`src/rtl/rxscc_pkg.sv`:
```
/*
 * rxscc_pkg: register map, field positions, reset values and encodings for
 * the receiver sync / demodulator / correlator configuration bank.
 * Assumes a single AHB-Lite slave on a 32-bit bus, one register per word.
 */
// Functional notes
// - sync bits 7..4 give valid pattern bits
// - sync bit 3 grids on first falling correlation
// - sync bit 2 halves final pattern bit
// - style 0 treats sixteen bits as burst
// - style 1 nibble is data/collision pair
// - style 2 resyncs per byte; 3 reserved
// - demod bit 5 averages four samples
// - demod bit 4 squares samples rectangular
// - demod bit 3 grid at peak or minimum
// - demod bit 2 picks Manchester polarity
// - demod bit 1 selects FREQUENCY_SHIFT_DEMOD demodulation
// - demod bit 0 selects PHASE_SHIFT_DEMOD demodulation
// - correlator bits 5..4 set correlation rate
// - correlator bit 3 shortens window to 32
// - read-only revision register at index 7F
// - pattern held as high and low bytes
package rxscc_pkg;

   // ----------------------------------------------------------------
   // register indices (byte address is four times the index)
   // ----------------------------------------------------------------
   localparam logic [6:0] RXSCC_IDX_PAT_HIGH = 7'h5A;
   localparam logic [6:0] RXSCC_IDX_PAT_LOW  = 7'h5B;
   localparam logic [6:0] RXSCC_IDX_SYNC     = 7'h5C;
   localparam logic [6:0] RXSCC_IDX_DEMOD    = 7'h5D;
   localparam logic [6:0] RXSCC_IDX_CORR     = 7'h5E;
   localparam logic [6:0] RXSCC_IDX_TRIM     = 7'h5F;
   localparam logic [6:0] RXSCC_IDX_REV      = 7'h7F;

   // ----------------------------------------------------------------
   // field positions and writable masks
   // ----------------------------------------------------------------
   localparam int RXSCC_SYNC_LEN_LSB   = 4;
   localparam int RXSCC_SYNC_NEG_BIT   = 3;
   localparam int RXSCC_SYNC_HALF_BIT  = 2;
   localparam int RXSCC_SYNC_STYLE_LSB = 0;
   localparam int RXSCC_DEM_AVG_BIT    = 5;
   localparam int RXSCC_DEM_SQR_BIT    = 4;
   localparam int RXSCC_DEM_PEAK_BIT   = 3;
   localparam int RXSCC_DEM_POL_BIT    = 2;
   localparam int RXSCC_DEM_FSK_BIT    = 1;
   localparam int RXSCC_DEM_PHASE_SHIFT_DEMOD_BIT   = 0;
   localparam int RXSCC_COR_FREQ_LSB   = 6;
   localparam int RXSCC_COR_RATE_LSB   = 4;
   localparam int RXSCC_COR_SHORT_BIT  = 3;
   localparam logic [7:0] RXSCC_DEMOD_WMASK = 8'h3F;
   localparam logic [7:0] RXSCC_CORR_WMASK  = 8'hF8;

   // ----------------------------------------------------------------
   // reset values
   // ----------------------------------------------------------------
   localparam logic [7:0] RXSCC_RST_PAT_HIGH = 8'h00;
   localparam logic [7:0] RXSCC_RST_PAT_LOW  = 8'h00;
   localparam logic [7:0] RXSCC_RST_SYNC     = 8'h00;
   localparam logic [7:0] RXSCC_RST_DEMOD    = 8'h00;
   localparam logic [7:0] RXSCC_RST_CORR     = 8'h00;
   localparam logic [7:0] RXSCC_RST_TRIM     = 8'h00;

   // ----------------------------------------------------------------
   // encodings
   // ----------------------------------------------------------------
   typedef enum logic [1:0] {
      RXSCC_STYLE_BURST    = 2'h0,
      RXSCC_STYLE_DATACOLL = 2'h1,
      RXSCC_STYLE_PERBYTE  = 2'h2,
      RXSCC_STYLE_RSVD     = 2'h3
   } rxscc_style_t;

   typedef enum logic [1:0] {
      RXSCC_RATE_PROX   = 2'h0,
      RXSCC_RATE_FAST   = 2'h1,
      RXSCC_RATE_SLOW   = 2'h2,
      RXSCC_RATE_RSVD   = 2'h3
   } rxscc_rate_t;

   localparam logic [6:0] RXSCC_WIN_LONG  = 7'd64;
   localparam logic [6:0] RXSCC_WIN_SHORT = 7'd32;

endpackage

```
`src/rtl/rxscc_sof_decode.sv`:
```
/*
 * rxscc_sof_decode: turns the stored start-of-frame pattern and sync
 * control into the expected-bit masks used by the frame detector.
 * Assumes the inputs are register outputs in the same clock domain.
 */
`timescale 1ns/1ps
module rxscc_sof_decode
   import rxscc_pkg::*;
(
   // clock and reset
   input  wire logic        hclk,
   input  wire logic        hresetn,
   // pattern and control
   input  wire logic [15:0] pattern,
   input  wire logic [3:0]  valid_count,
   input  wire logic [1:0]  style,
   // decoded expectation
   output logic [15:0]      expect_bits,
   output logic [15:0]      expect_valid,
   output logic [3:0]       expect_coll,
   output logic             per_byte_sync,
   output logic             style_illegal
);

   logic [15:0] bits_nxt;
   logic [15:0] valid_nxt;
   logic [3:0]  coll_nxt;
   logic [15:0] bits_r;
   logic [15:0] valid_r;
   logic [3:0]  coll_r;
   logic        byte_r;
   logic        ill_r;

   // ----------------------------------------------------------------
   // decode
   // ----------------------------------------------------------------
   // valid bits counted from the top of the pattern, first sent first
   always_comb begin
      bits_nxt  = 16'h0000;
      valid_nxt = 16'h0000;
      coll_nxt  = 4'h0;
      for (int i = 0; i < 16; i++) begin
         valid_nxt[15 - i] = (5'(i) < {1'b0, valid_count});
      end
      unique case (style)
         RXSCC_STYLE_BURST: begin
            bits_nxt = pattern;
         end
         RXSCC_STYLE_DATACOLL: begin
            // nibble = {data, coll}; a set collision flag masks data
            for (int n = 0; n < 4; n++) begin
               coll_nxt[n]       = pattern[4*n];
               bits_nxt[4*n + 3] = pattern[4*n + 3] & ~pattern[4*n];
            end
         end
         default: begin
            bits_nxt = 16'h0000; // per-byte or reserved: no pattern
         end
      endcase
   end

   // registered so the detector sees a stable copy
   always_ff @(posedge hclk or negedge hresetn) begin
      if (!hresetn) begin
         bits_r  <= 16'h0000;
         valid_r <= 16'h0000;
         coll_r  <= 4'h0;
         byte_r  <= 1'b0;
         ill_r   <= 1'b0;
      end else begin
         bits_r  <= bits_nxt;
         valid_r <= valid_nxt;
         coll_r  <= coll_nxt;
         byte_r  <= (style == RXSCC_STYLE_PERBYTE);
         ill_r   <= (style == RXSCC_STYLE_RSVD);
      end
   end

   assign expect_bits   = bits_r;
   assign expect_valid  = valid_r;
   assign expect_coll   = coll_r;
   assign per_byte_sync = byte_r;
   assign style_illegal = ill_r;

endmodule

```
`src/rtl/rxscc_top.sv`:
```
/*
 * rxscc_top: AHB-Lite register bank configuring receiver start-of-frame
 * sync, demodulator and correlator; drives decoded controls to the
 * receive datapath.
 * Assumes one AHB-Lite master, single word transfers, hclk at 50 MHz.
 */
`timescale 1ns/1ps
module rxscc_top
   import rxscc_pkg::*;
#(
   parameter logic [7:0] REVISION = 8'hA5 // arbitrary value
)(
   // clock and reset
   input  wire logic        hclk,
   input  wire logic        hresetn,
   // ahb-lite slave
   input  wire logic        hsel,
   input  wire logic [31:0] haddr,
   input  wire logic [1:0]  htrans,
   input  wire logic        hwrite,
   input  wire logic [2:0]  hsize,
   input  wire logic [31:0] hwdata,
   input  wire logic        hready,
   output logic [31:0]      hrdata,
   output logic             hreadyout,
   output logic             hresp,
   // start-of-frame controls
   output logic [15:0]      sof_expect_bits,
   output logic [15:0]      sof_expect_valid,
   output logic [3:0]       sof_expect_coll,
   output logic             sof_per_byte_sync,
   output logic             sof_style_illegal,
   output logic             grid_on_falling_correlation,
   output logic             final_sof_bit_half,
   // demodulator controls
   output logic             sample_averager_on,
   output logic [1:0]       average_group_log2,
   output logic             squaring_shaper_on,
   output logic             grid_at_correlation_peak,
   output logic             manchester_polarity,
   output logic             frequency_shift_demod,
   output logic             phase_shift_demod,
   // correlator controls
   output logic [1:0]       correlator_freq,
   output logic [1:0]       correlator_rate,
   output logic             correlator_rate_illegal,
   output logic             short_correlation_window,
   output logic [6:0]       correlation_length,
   output logic [7:0]       factory_receiver_trim
);

   // ----------------------------------------------------------------
   // state
   // ----------------------------------------------------------------
   logic [7:0] pat_high_r, pat_high_nxt;
   logic [7:0] pat_low_r,  pat_low_nxt;
   logic [7:0] sync_r,     sync_nxt;
   logic [7:0] demod_r,    demod_nxt;
   logic [7:0] corr_r,     corr_nxt;
   logic [7:0] trim_r,     trim_nxt;
   logic       wr_pend_r,  wr_pend_nxt;
   logic [6:0] idx_r,      idx_nxt;
   logic [31:0] rdata_r,   rdata_nxt;

   logic       addr_phase;
   logic       aligned;
   logic [6:0] req_idx;

   // index of a register: byte address over four
   function automatic logic [6:0] word_index(input logic [31:0] a);
      return a[8:2];
   endfunction

   // read mux, shared by the read path; unmapped reads return zero
   function automatic logic [7:0] read_reg(input logic [6:0] i,
                                           input logic [7:0] ph,
                                           input logic [7:0] pl,
                                           input logic [7:0] sy,
                                           input logic [7:0] dm,
                                           input logic [7:0] co,
                                           input logic [7:0] tr);
      logic [7:0] v;
      v = 8'h00;
      unique case (i)
         RXSCC_IDX_PAT_HIGH: v = ph;
         RXSCC_IDX_PAT_LOW:  v = pl;
         RXSCC_IDX_SYNC:     v = sy;
         RXSCC_IDX_DEMOD:    v = dm & RXSCC_DEMOD_WMASK;
         RXSCC_IDX_CORR:     v = co & RXSCC_CORR_WMASK;
         RXSCC_IDX_TRIM:     v = tr;
         RXSCC_IDX_REV:      v = REVISION;
         default:            v = 8'h00;
      endcase
      return v;
   endfunction

   // ----------------------------------------------------------------
   // bus front end
   // ----------------------------------------------------------------
   // zero wait states: data phase always completes in one cycle, OKAY
   assign hreadyout  = 1'b1;
   assign hresp      = 1'b0;
   assign addr_phase = hsel & hready & htrans[1];
   assign aligned    = (haddr[1:0] == 2'b00);
   assign req_idx    = word_index(haddr);

   // address phase capture and read data, read in the next cycle
   always_comb begin
      wr_pend_nxt = addr_phase & hwrite & aligned;
      idx_nxt     = addr_phase ? req_idx : idx_r;
      rdata_nxt   = rdata_r;
      if (addr_phase && !hwrite) begin
         // read sees any write completing in this same cycle
         rdata_nxt = {24'h000000,
                      read_reg(req_idx, pat_high_nxt, pat_low_nxt,
                               sync_nxt, demod_nxt, corr_nxt, trim_nxt)};
         if (!aligned) begin
            rdata_nxt = 32'h00000000;
         end
      end
   end

   always_ff @(posedge hclk or negedge hresetn) begin
      if (!hresetn) begin
         wr_pend_r <= 1'b0;
         idx_r     <= 7'h00;
         rdata_r   <= 32'h00000000;
      end else begin
         wr_pend_r <= wr_pend_nxt;
         idx_r     <= idx_nxt;
         rdata_r   <= rdata_nxt;
      end
   end

   assign hrdata = rdata_r;

   // ----------------------------------------------------------------
   // register file
   // ----------------------------------------------------------------
   // write data arrives in the data phase; low byte lane only
   always_comb begin
      pat_high_nxt = pat_high_r;
      pat_low_nxt  = pat_low_r;
      sync_nxt     = sync_r;
      demod_nxt    = demod_r;
      corr_nxt     = corr_r;
      trim_nxt     = trim_r;
      if (wr_pend_r) begin
         unique case (idx_r)
            RXSCC_IDX_PAT_HIGH: pat_high_nxt = hwdata[7:0];
            RXSCC_IDX_PAT_LOW:  pat_low_nxt  = hwdata[7:0];
            RXSCC_IDX_SYNC:     sync_nxt     = hwdata[7:0];
            RXSCC_IDX_DEMOD:
               demod_nxt = hwdata[7:0] & RXSCC_DEMOD_WMASK;
            RXSCC_IDX_CORR:
               corr_nxt  = hwdata[7:0] & RXSCC_CORR_WMASK;
            // trim stays writable; keeping the boot value is software's job
            RXSCC_IDX_TRIM:     trim_nxt     = hwdata[7:0];
            default:            ; // revision and unmapped: ignored
         endcase
      end
   end

   always_ff @(posedge hclk or negedge hresetn) begin
      if (!hresetn) begin
         pat_high_r <= RXSCC_RST_PAT_HIGH;
         pat_low_r  <= RXSCC_RST_PAT_LOW;
         sync_r     <= RXSCC_RST_SYNC;
         demod_r    <= RXSCC_RST_DEMOD;
         corr_r     <= RXSCC_RST_CORR;
         trim_r     <= RXSCC_RST_TRIM;
      end else begin
         pat_high_r <= pat_high_nxt;
         pat_low_r  <= pat_low_nxt;
         sync_r     <= sync_nxt;
         demod_r    <= demod_nxt;
         corr_r     <= corr_nxt;
         trim_r     <= trim_nxt;
      end
   end

   // ----------------------------------------------------------------
   // start-of-frame pattern decode
   // ----------------------------------------------------------------
   rxscc_sof_decode u_sof (
      .hclk          (hclk),
      .hresetn       (hresetn),
      .pattern       ({pat_high_r, pat_low_r}),
      .valid_count   (sync_r[RXSCC_SYNC_LEN_LSB +: 4]),
      .style         (sync_r[RXSCC_SYNC_STYLE_LSB +: 2]),
      .expect_bits   (sof_expect_bits),
      .expect_valid  (sof_expect_valid),
      .expect_coll   (sof_expect_coll),
      .per_byte_sync (sof_per_byte_sync),
      .style_illegal (sof_style_illegal)
   );

   // ----------------------------------------------------------------
   // control outputs, straight from register bits
   // ----------------------------------------------------------------
   // sync grid controls
   assign grid_on_falling_correlation = sync_r[RXSCC_SYNC_NEG_BIT];
   assign final_sof_bit_half          = sync_r[RXSCC_SYNC_HALF_BIT];

   // demodulator; averaging groups four samples, i.e. shift by two
   assign sample_averager_on = demod_r[RXSCC_DEM_AVG_BIT];
   assign average_group_log2 = demod_r[RXSCC_DEM_AVG_BIT] ? 2'd2 : 2'd0;
   assign squaring_shaper_on = demod_r[RXSCC_DEM_SQR_BIT];
   assign grid_at_correlation_peak = demod_r[RXSCC_DEM_PEAK_BIT];
   assign manchester_polarity   = demod_r[RXSCC_DEM_POL_BIT];
   assign frequency_shift_demod = demod_r[RXSCC_DEM_FSK_BIT];
   assign phase_shift_demod     = demod_r[RXSCC_DEM_PHASE_SHIFT_DEMOD_BIT];

   // correlator; reserved rate flagged so the datapath can hold off
   assign correlator_freq  = corr_r[RXSCC_COR_FREQ_LSB +: 2];
   assign correlator_rate  = corr_r[RXSCC_COR_RATE_LSB +: 2];
   assign correlator_rate_illegal =
      (corr_r[RXSCC_COR_RATE_LSB +: 2] == RXSCC_RATE_RSVD);
   assign short_correlation_window = corr_r[RXSCC_COR_SHORT_BIT];
   assign correlation_length = corr_r[RXSCC_COR_SHORT_BIT] ?
                               RXSCC_WIN_SHORT : RXSCC_WIN_LONG;

   assign factory_receiver_trim = trim_r;

endmodule

```
`config.mk`:
```
export PLATFORM = sky130hd
export DESIGN_NAME = rxscc_top
export DESIGN_NICKNAME = d
export VERILOG_FILES = /design/src/rtl/rxscc_pkg.sv /design/src/rtl/rxscc_sof_decode.sv /design/src/rtl/rxscc_top.sv
export SDC_FILE = /design/constraint.sdc
export NUM_CORES = 1
export LEC_CHECK = 0
export BUFFER_PORTS_ARGS = -buffer_cell sky130_fd_sc_hd__buf_2
export CAP_MARGIN = 20
export CORE_ASPECT_RATIO = 1.1
export CORE_MARGIN = 2
export CORE_UTILIZATION = 49
export CTS_CLUSTER_DIAMETER = 50
export DETAILED_ROUTE_END_ITERATION = 10
export MAX_ROUTING_LAYER = met4
export PLACE_DENSITY = 0.81
export SYNTH_ARGS = -nofsm -noshare
export SYNTH_HDL_FRONTEND = slang
export SYNTH_HIERARCHICAL = 1
export SYNTH_SLANG_ARGS = --single-unit
```
`constraint.sdc`:
```
create_clock -name hclk -period 2.1 [get_ports hclk]
set_input_delay 0.21 -clock hclk [delete_from_list [all_inputs] [get_ports hclk]]
set_output_delay 0.21 -clock hclk [all_outputs]
set_load 0.02 [all_outputs]
```
==> results.cfg, run 1 <==
[timing]
worst_clock_skew_ns = 0.00934
max_clock_freq_mhz = 468
worstMarginPinSlew_ns = 0.564
setup_tns_ns = -0.0386
fin_crit_ns = 2.14
layout_setup_ws_ns = -0.0386
slew_viol_final = 0
whs_ns = 0.0506
slew_headroom_pct = 62.4
hold_violations = 0
setup_violations = 1
rsz0062_at_grt = true
fin_crit_sh_pct = 102

[global_routing]
grt_pass1_vias = 3333
antenna_found_initial = 0
grt_usage_pct = 22.7
grt_pass1_wl_um = 16800
grt_max_degree = 48
gr-total-overflow = 0

[hold_path]
holdPathStages = 3
worstHoldStart = hwrite
hp-class = in2reg
whs_endpoint = wr_pend_r$_DFF_PN0_

[floorplan]
fp.coreArea_um2 = 8870
start_util_pct = 50.3
rows = 36
die_h_um = 104
ios = 177
die_x_um = 95.0
dieArea_um2 = 9900

[cells_and_area]
drive_above_1_share_pct = 39.5
area_growth_pct = 21.4
diodes = 0
final_nets = 603
fin_cells = 648
fillerInstances = 712

[critical_path]
cp.required_ns = 2.35
critPathLaunchType = flip-flop
crit_path_end_kind = flip-flop
r2r_start = idx_r[2]$_DFFE_PN0P_
r2r_end = hrdata[0]$_DFFE_PN0P_
r2r_cells = 6
reg2reg_slack_ns = -0.04
cp_max_fo = 6
path_class = reg2reg
cp.arrival_ns = 2.39

[synth]
syn_inst = 408
yosys_warnings = 6
postSynth.asyncResetShare_pct = 100
syn_area_per_cell_um2 = 10.9
yosys-top-cells-count = 96 x dfrtp_1, 41 x nand2_1, 35 x buf_4
yosys-top-cells-area = dfrtp_1 54%, mux2_2 6.3%, buf_4 5.9%, nand2_1 3.4%, a21oi_1 2.6%
yosys.area.top_type_share_pct = 53.8
synth_edf_count = 0
synth.distinct_cells = 59
ys_ff_latch = 96
synth_area_um2 = 4470
synth-main-ff-cell = dfrtp_1
yosysMostFrequentCell = dfrtp_1
ys_seq_area_share_pct = 53.8
synth_area_leader_cell = dfrtp_1

[routing]
vias = 3508
drt-total-wl_um = 10500
drtAntennaViolNets = 0
drt_iter0_markers = 265
wl_per_cell_um = 16.2
drc = 0
vias_per_cell = 5.41
detail_route.first_pass.iterations = 7

[place]
gp_congestion = 0.931
placed_cells = 621
port_buffers = 92
post-dp-hpwl_um = 7740

[cts]
htreeDepth = 3
clk_path_buf_depth = 2
numCtsBuffers = 9
clk_pin_slew_ns = 0.10
root_buffer = clkbuf_8
cts_sinks = 96
cts_tree = yes
clock_latency_ns = 0.37

[power_and_ir_drop]
clkPwrFrac_pct = 32.1
total_power_uw = 3480
seq_power_share_pct = 56.3
swShare_pct = 27.4
cellPowerDensity_nw_per_um2 = 642
power_switching_uw = 955
p_leak_uw = 0.00260
p_int_uw = 2530
vdd_drop_max_uv = 311
comb_power_share_pct = 11.6

[outcome]
outcome = finished, violations left
violations = negative setup slack

[flow_run]
maxCapViolCount = 0
==> power by group through the flow <==
| stage | Combinational, uW | Sequential, uW | Clock [uW] |
|---|---|---|---|
| after floorplan | 229 | 2020 | 0 |
| after global placement | 367 | 1990 | 0 |
| after detailed placement | 374 | 1990 | 0 |
| after CTS | 384 | 1960 | 1140 |
| after global routing | 439 | 1970 | 1200 |
| final | 404 | 1960 | 1120 |
==> logic make-up after synthesis <==
family	share of synthesized area, %
buf+inv	8.49
compound gates	11.5
other cells	0.252
mux	7.65
simple gates	18.4
flops	53.8
==> critical path: stages, from the launching register on <==
cell	delay [ns]
dfrtp_1	0.40
buf_6	0.12
nand4b_4	0.14
or4_4	0.56
mux2_4	0.33
a222oi_1	0.35
a21oi_1	0.11
==> flip-flops by register name, summed over array words and instances, names as in the netlist, 7 cells and up <==
name,cells
factory_receiver_trim,8
idx_r,7
hrdata,8
u_sof/expect_bits,16
u_sof/expect_valid,15
pat_high_r,8
sync_r,8
pat_low_r,8
==> worst max path at each step <==
| stage | startpoint | to | cells after the start |
|---|---|---|---|
| floorplan | idx_r[5]$_DFFE_PN0P_ | hrdata[2]$_DFFE_PN0P_ | 6 |
| global placement | idx_r[2]$_DFFE_PN0P_ | hrdata[4]$_DFFE_PN0P_ | 7 |
| detailed placement | idx_r[2]$_DFFE_PN0P_ | hrdata[4]$_DFFE_PN0P_ | 7 |
| CTS | idx_r[2]$_DFFE_PN0P_ | hrdata[2]$_DFFE_PN0P_ | 7 |
| global route | idx_r[2]$_DFFE_PN0P_ | hrdata[0]$_DFFE_PN0P_ | 6 |
| finish | idx_r[2]$_DFFE_PN0P_ | hrdata[0]$_DFFE_PN0P_ | 6 |
==> what timing repair did <==
| action | in CTS | in global routing |
|---|---|---|
| buffers inserted | 2 | 8 |
| cloned | 0 | 0 |
| pin swaps | 3 | 4 |
| hold buffers | 1 | 0 |
| hold endpoints to repair | 45 | 0 |
| setup endpoints to repair | 5 | 7 |
| resized for setup | 7 | 13 |
==> layout by cell type, fill, tap and decap left out, types with 4 or more instances in the layout <==
cell,instances
and3_1,6
clkinv_4,4
dfrtp_1,95
nor4_1,4
a31oi_1,4
nor2_1,12
inv_1,9
buf_4,36
a211oi_1,7
o21ai_0,17
mux2_2,25
nor3_1,4
clkbuf_8,10
a21oi_1,23
buf_2,91
mux2_4,4
and2_4,10
or3_1,4
nand2b_1,5
conb_1,33
and2_1,8
nand3_1,17
nand2_1,41
==> metal layers <==
metal	vias up	routed length, um	global-route usage (%)
met2	163	5140	34.0
li1	1614	-	-
met3	35	740	3.48
met5	-	0	-
met4	0	426	13.7
met1	1696	4210	28.9
==> stage by stage <==
| step | setup WS (ns) | util (%) | instance area [um2] |
|---|---|---|---|
| 2_1_floorplan | 0.194 | - | 4580 |
| 3_3_place_gp | -0.0880 | 57.2 | 5070 |
| 3_5_place_dp | -0.122 | 57.2 | 5070 |
| 4_1_cts | -0.0413 | 59.8 | 5310 |
| 5_1_grt | -0.0930 | 61.1 | 5420 |
| 6_report | -0.0386 | 61.1 | 5420 |
==> cell type report <==
type	count	area, um2	area share (%)
clock inverter	6	45.0	0.831
clock buffer	10	138	2.54
sequential	96	2400	44.3
multi-input combinational	282	1870	34.5
tap	114	143	2.63
inverter	9	33.8	0.623
timing repair buffer	131	787	14.5
(Power assumes the default switching activity.)
==> run 2, diff against run 1 <==
--- a/config.mk
+++ b/config.mk
@@ -6,15 +6,14 @@
 export NUM_CORES = 1
 export LEC_CHECK = 0
 export BUFFER_PORTS_ARGS = -buffer_cell sky130_fd_sc_hd__buf_2
-export CAP_MARGIN = 20
+export CAP_MARGIN = 5
 export CORE_ASPECT_RATIO = 1.1
 export CORE_MARGIN = 2
-export CORE_UTILIZATION = 49
+export CORE_UTILIZATION = 48
 export CTS_CLUSTER_DIAMETER = 50
 export DETAILED_ROUTE_END_ITERATION = 10
 export MAX_ROUTING_LAYER = met4
-export PLACE_DENSITY = 0.81
+export PLACE_DENSITY = 0.8
 export SYNTH_ARGS = -nofsm -noshare
 export SYNTH_HDL_FRONTEND = slang
-export SYNTH_HIERARCHICAL = 1
 export SYNTH_SLANG_ARGS = --single-unit
==> run 2 against run 1 <==
Net effect:
- the run now ends clean
- clock skew decreased by 0.0012 ns
- die area decreased by 0.75%
- synthesized area decreased by 2.8%
- hold slack improved by 0.018 ns
- largest power group unchanged
- synthesized cell count decreased by 2.9%
- register-to-register slack improved by 0.14 ns
==> results.cfg, run 2 <==
[routing]
detail_route.first_pass.iterations = 5
drt_iter0_markers = 335
wl_per_cell_um = 16.9
drtAntennaViolNets = 0
drc = 0
drt-total-wl_um = 10500
vias = 3385
vias_per_cell = 5.46

[critical_path]
crit_chain = buf_4 -> and4bb_2 -> nand2_1 -> buf_4 -> mux2i_1 -> o221a_2 -> a32oi_1
r2r_start = idx_r[0]$_DFFE_PN0P_
cp.required_ns = 2.38
cp_max_fo = 5
critPathTopFamily = simple AND/OR/NAND/NOR gates
crit_top_cell = buf_4
reg2reg_slack_ns = 0.1
r2r_end = hrdata[4]$_DFFE_PN0P_
worstSetupEndpoint = hrdata[4]$_DFFE_PN0P_
cp.arrival_ns = 2.28
critPathLaunchType = flip-flop
crit_path_end_kind = flip-flop
critical-path-max-stage-delay_ns = 0.42
crit_buf_inv = 2
r2r_cells = 7
cp.depth = 7
cp-startpoint = idx_r[0]$_DFFE_PN0P_
path_class = reg2reg
cp_slowest_cell = dfrtp_1

[floorplan]
start_util_pct = 49.2
fp.coreArea_um2 = 8830
dieArea_um2 = 9820
die_x_um = 94.7
die_h_um = 104
rows = 36
ios = 177

[power_and_ir_drop]
total_power_uw = 3650
p_leak_uw = 0.00234
cellPowerDensity_nw_per_um2 = 708
vdd_drop_max_uv = 318

[global_routing]
grt_pass1_vias = 3256
grt_pass1_wl_um = 16600
grt_use_met1_pct = 29.3
grt_max_degree = 48
grt_busiest_layer = met2
grt_usage_pct = 22.7
antenna_found_initial = 0
use_met2_pct = 34.7
gr-total-overflow = 0
use_met3_pct = 4.07

[timing]
rsz0062_at_grt = true
worstMarginPinSlew_ns = 0.755
max_clock_freq_mhz = 499
fin_crit_ns = 2.00
whs_ns = 0.0687
hold_violations = 0
slew_viol_final = 0
worst_clock_skew_ns = 0.00809
setup_violations = 0
slew_headroom_pct = 49.3
fin_crit_sh_pct = 95.4

[cts]
root_buffer = clkbuf_8
htreeDepth = 3
cts_tree = yes
cts_sinks = 96
clk_pin_slew_ns = 0.09
numCtsBuffers = 9
clk_path_buf_depth = 2
clock_latency_ns = 0.36

[flow_run]
maxCapViolCount = 0

[synth]
synth-main-ff-cell = dfrtp_1
synth_edf_count = 0
ys_seq_area_share_pct = 55.3
yosys_warnings = 0
syn_area_per_cell_um2 = 11.0
ys_ff_latch = 96
postSynth.asyncResetShare_pct = 100
syn_inst = 396
yosysMostFrequentCell = dfrtp_1
synth.distinct_cells = 51
synth_area_leader_cell = dfrtp_1
synth_area_um2 = 4340
yosys.area.top_type_share_pct = 55.3
yosys-top-cells-area = dfrtp_1 55%, mux2_2 6.7%, buf_4 6.2%, nand2_1 3.1%, nand3_1 3.0%
yosys-top-cells-count = 96 x dfrtp_1, 36 x buf_4, 36 x nand2_1

[cells_and_area]
final_cell_mix = 94 x dfrtp_1, 91 x buf_2, 36 x nand2_1
final_common_cell = dfrtp_1
drive_above_1_share_pct = 33.4
largest_reg_flops = 16
diodes = 0
final_nets = 576
area_growth_pct = 18.8

[place]
gp_congestion = 0.928
port_buffers = 92
post-dp-hpwl_um = 7860

[outcome]
outcome = finished, final reports clean

[hold_path]
hp-class = in2reg
[run 2: logic make-up (layout without fill, tap and decap cells)]
kind of cell,after synthesis,count (layout),synth area share (%)
buffers and inverters,61,140,8.50
and+or+nand+nor,129,129,16.3
other,2,33,0.173
AOI/OAI and AO/OA,78,78,12.0
DFF,96,96,55.3
muxes,30,30,7.67
[run 2: cell type report]
cell class	instances	area, um2
Fill cell	773	3670
Sequential cell	96	2400
Multi-Input combinational cell	270	1690
Timing Repair Buffer	115	663
Tap cell	114	143
Clock buffer	9	124
Clock inverter	6	93.8
Inverter	10	37.5
[run 2: how the worst min path moves through the flow]
stage	startpoint	to	cells after the start
global placement	hresetn	u_sof.expect_bits[2]$_DFF_PN0_	1
floorplan	hresetn	corr_r[3]$_DFF_PN0_	0
global route	haddr[1]	wr_pend_r$_DFF_PN0_	2
finish	haddr[1]	wr_pend_r$_DFF_PN0_	2
detailed placement	hresetn	u_sof.expect_bits[8]$_DFF_PN0_	1
CTS	haddr[1]	wr_pend_r$_DFF_PN0_	2
[run 2: timing repair]
item | 4_1_cts | 5_1_grt
endpoints found under the setup margin | 0 | 3
hold buffers | 1 | 0
buffers inserted | 0 | 0
resized for setup | 0 | 3
endpoints found under the hold margin | 45 | 0
[run 2: layer usage]
layer	vias to the layer above	wire [um]
li1	1544	-
met1	1621	4260
met2	183	4980
met3	37	835
met4	0	390
met5	-	0
[run 2: metrics by stage]
stage / instance area [um2] / instances / TNS [ns] / utilization [%] / setup slack (ns)
after floorplan: 4460 / 427 / 0 / - / 0.287
after global placement: 4920 / 604 / 0 / 55.8 / 0.132
after detailed placement: 4920 / 604 / 0 / 55.8 / 0.129
after CTS: 5150 / 620 / 0 / 58.3 / 0.0918
after global routing: 5160 / 620 / -0.00145 / 58.4 / -0.00145
final: 5160 / 620 / 0 / 58.4 / 0.0968
[run 2: report_power, final]
part	total [uW]	internal (uW)	switching, uW
sequential	1970	1910	57.5
combinational	382	129	253
clock	1300	672	630
total	3650	2710	941
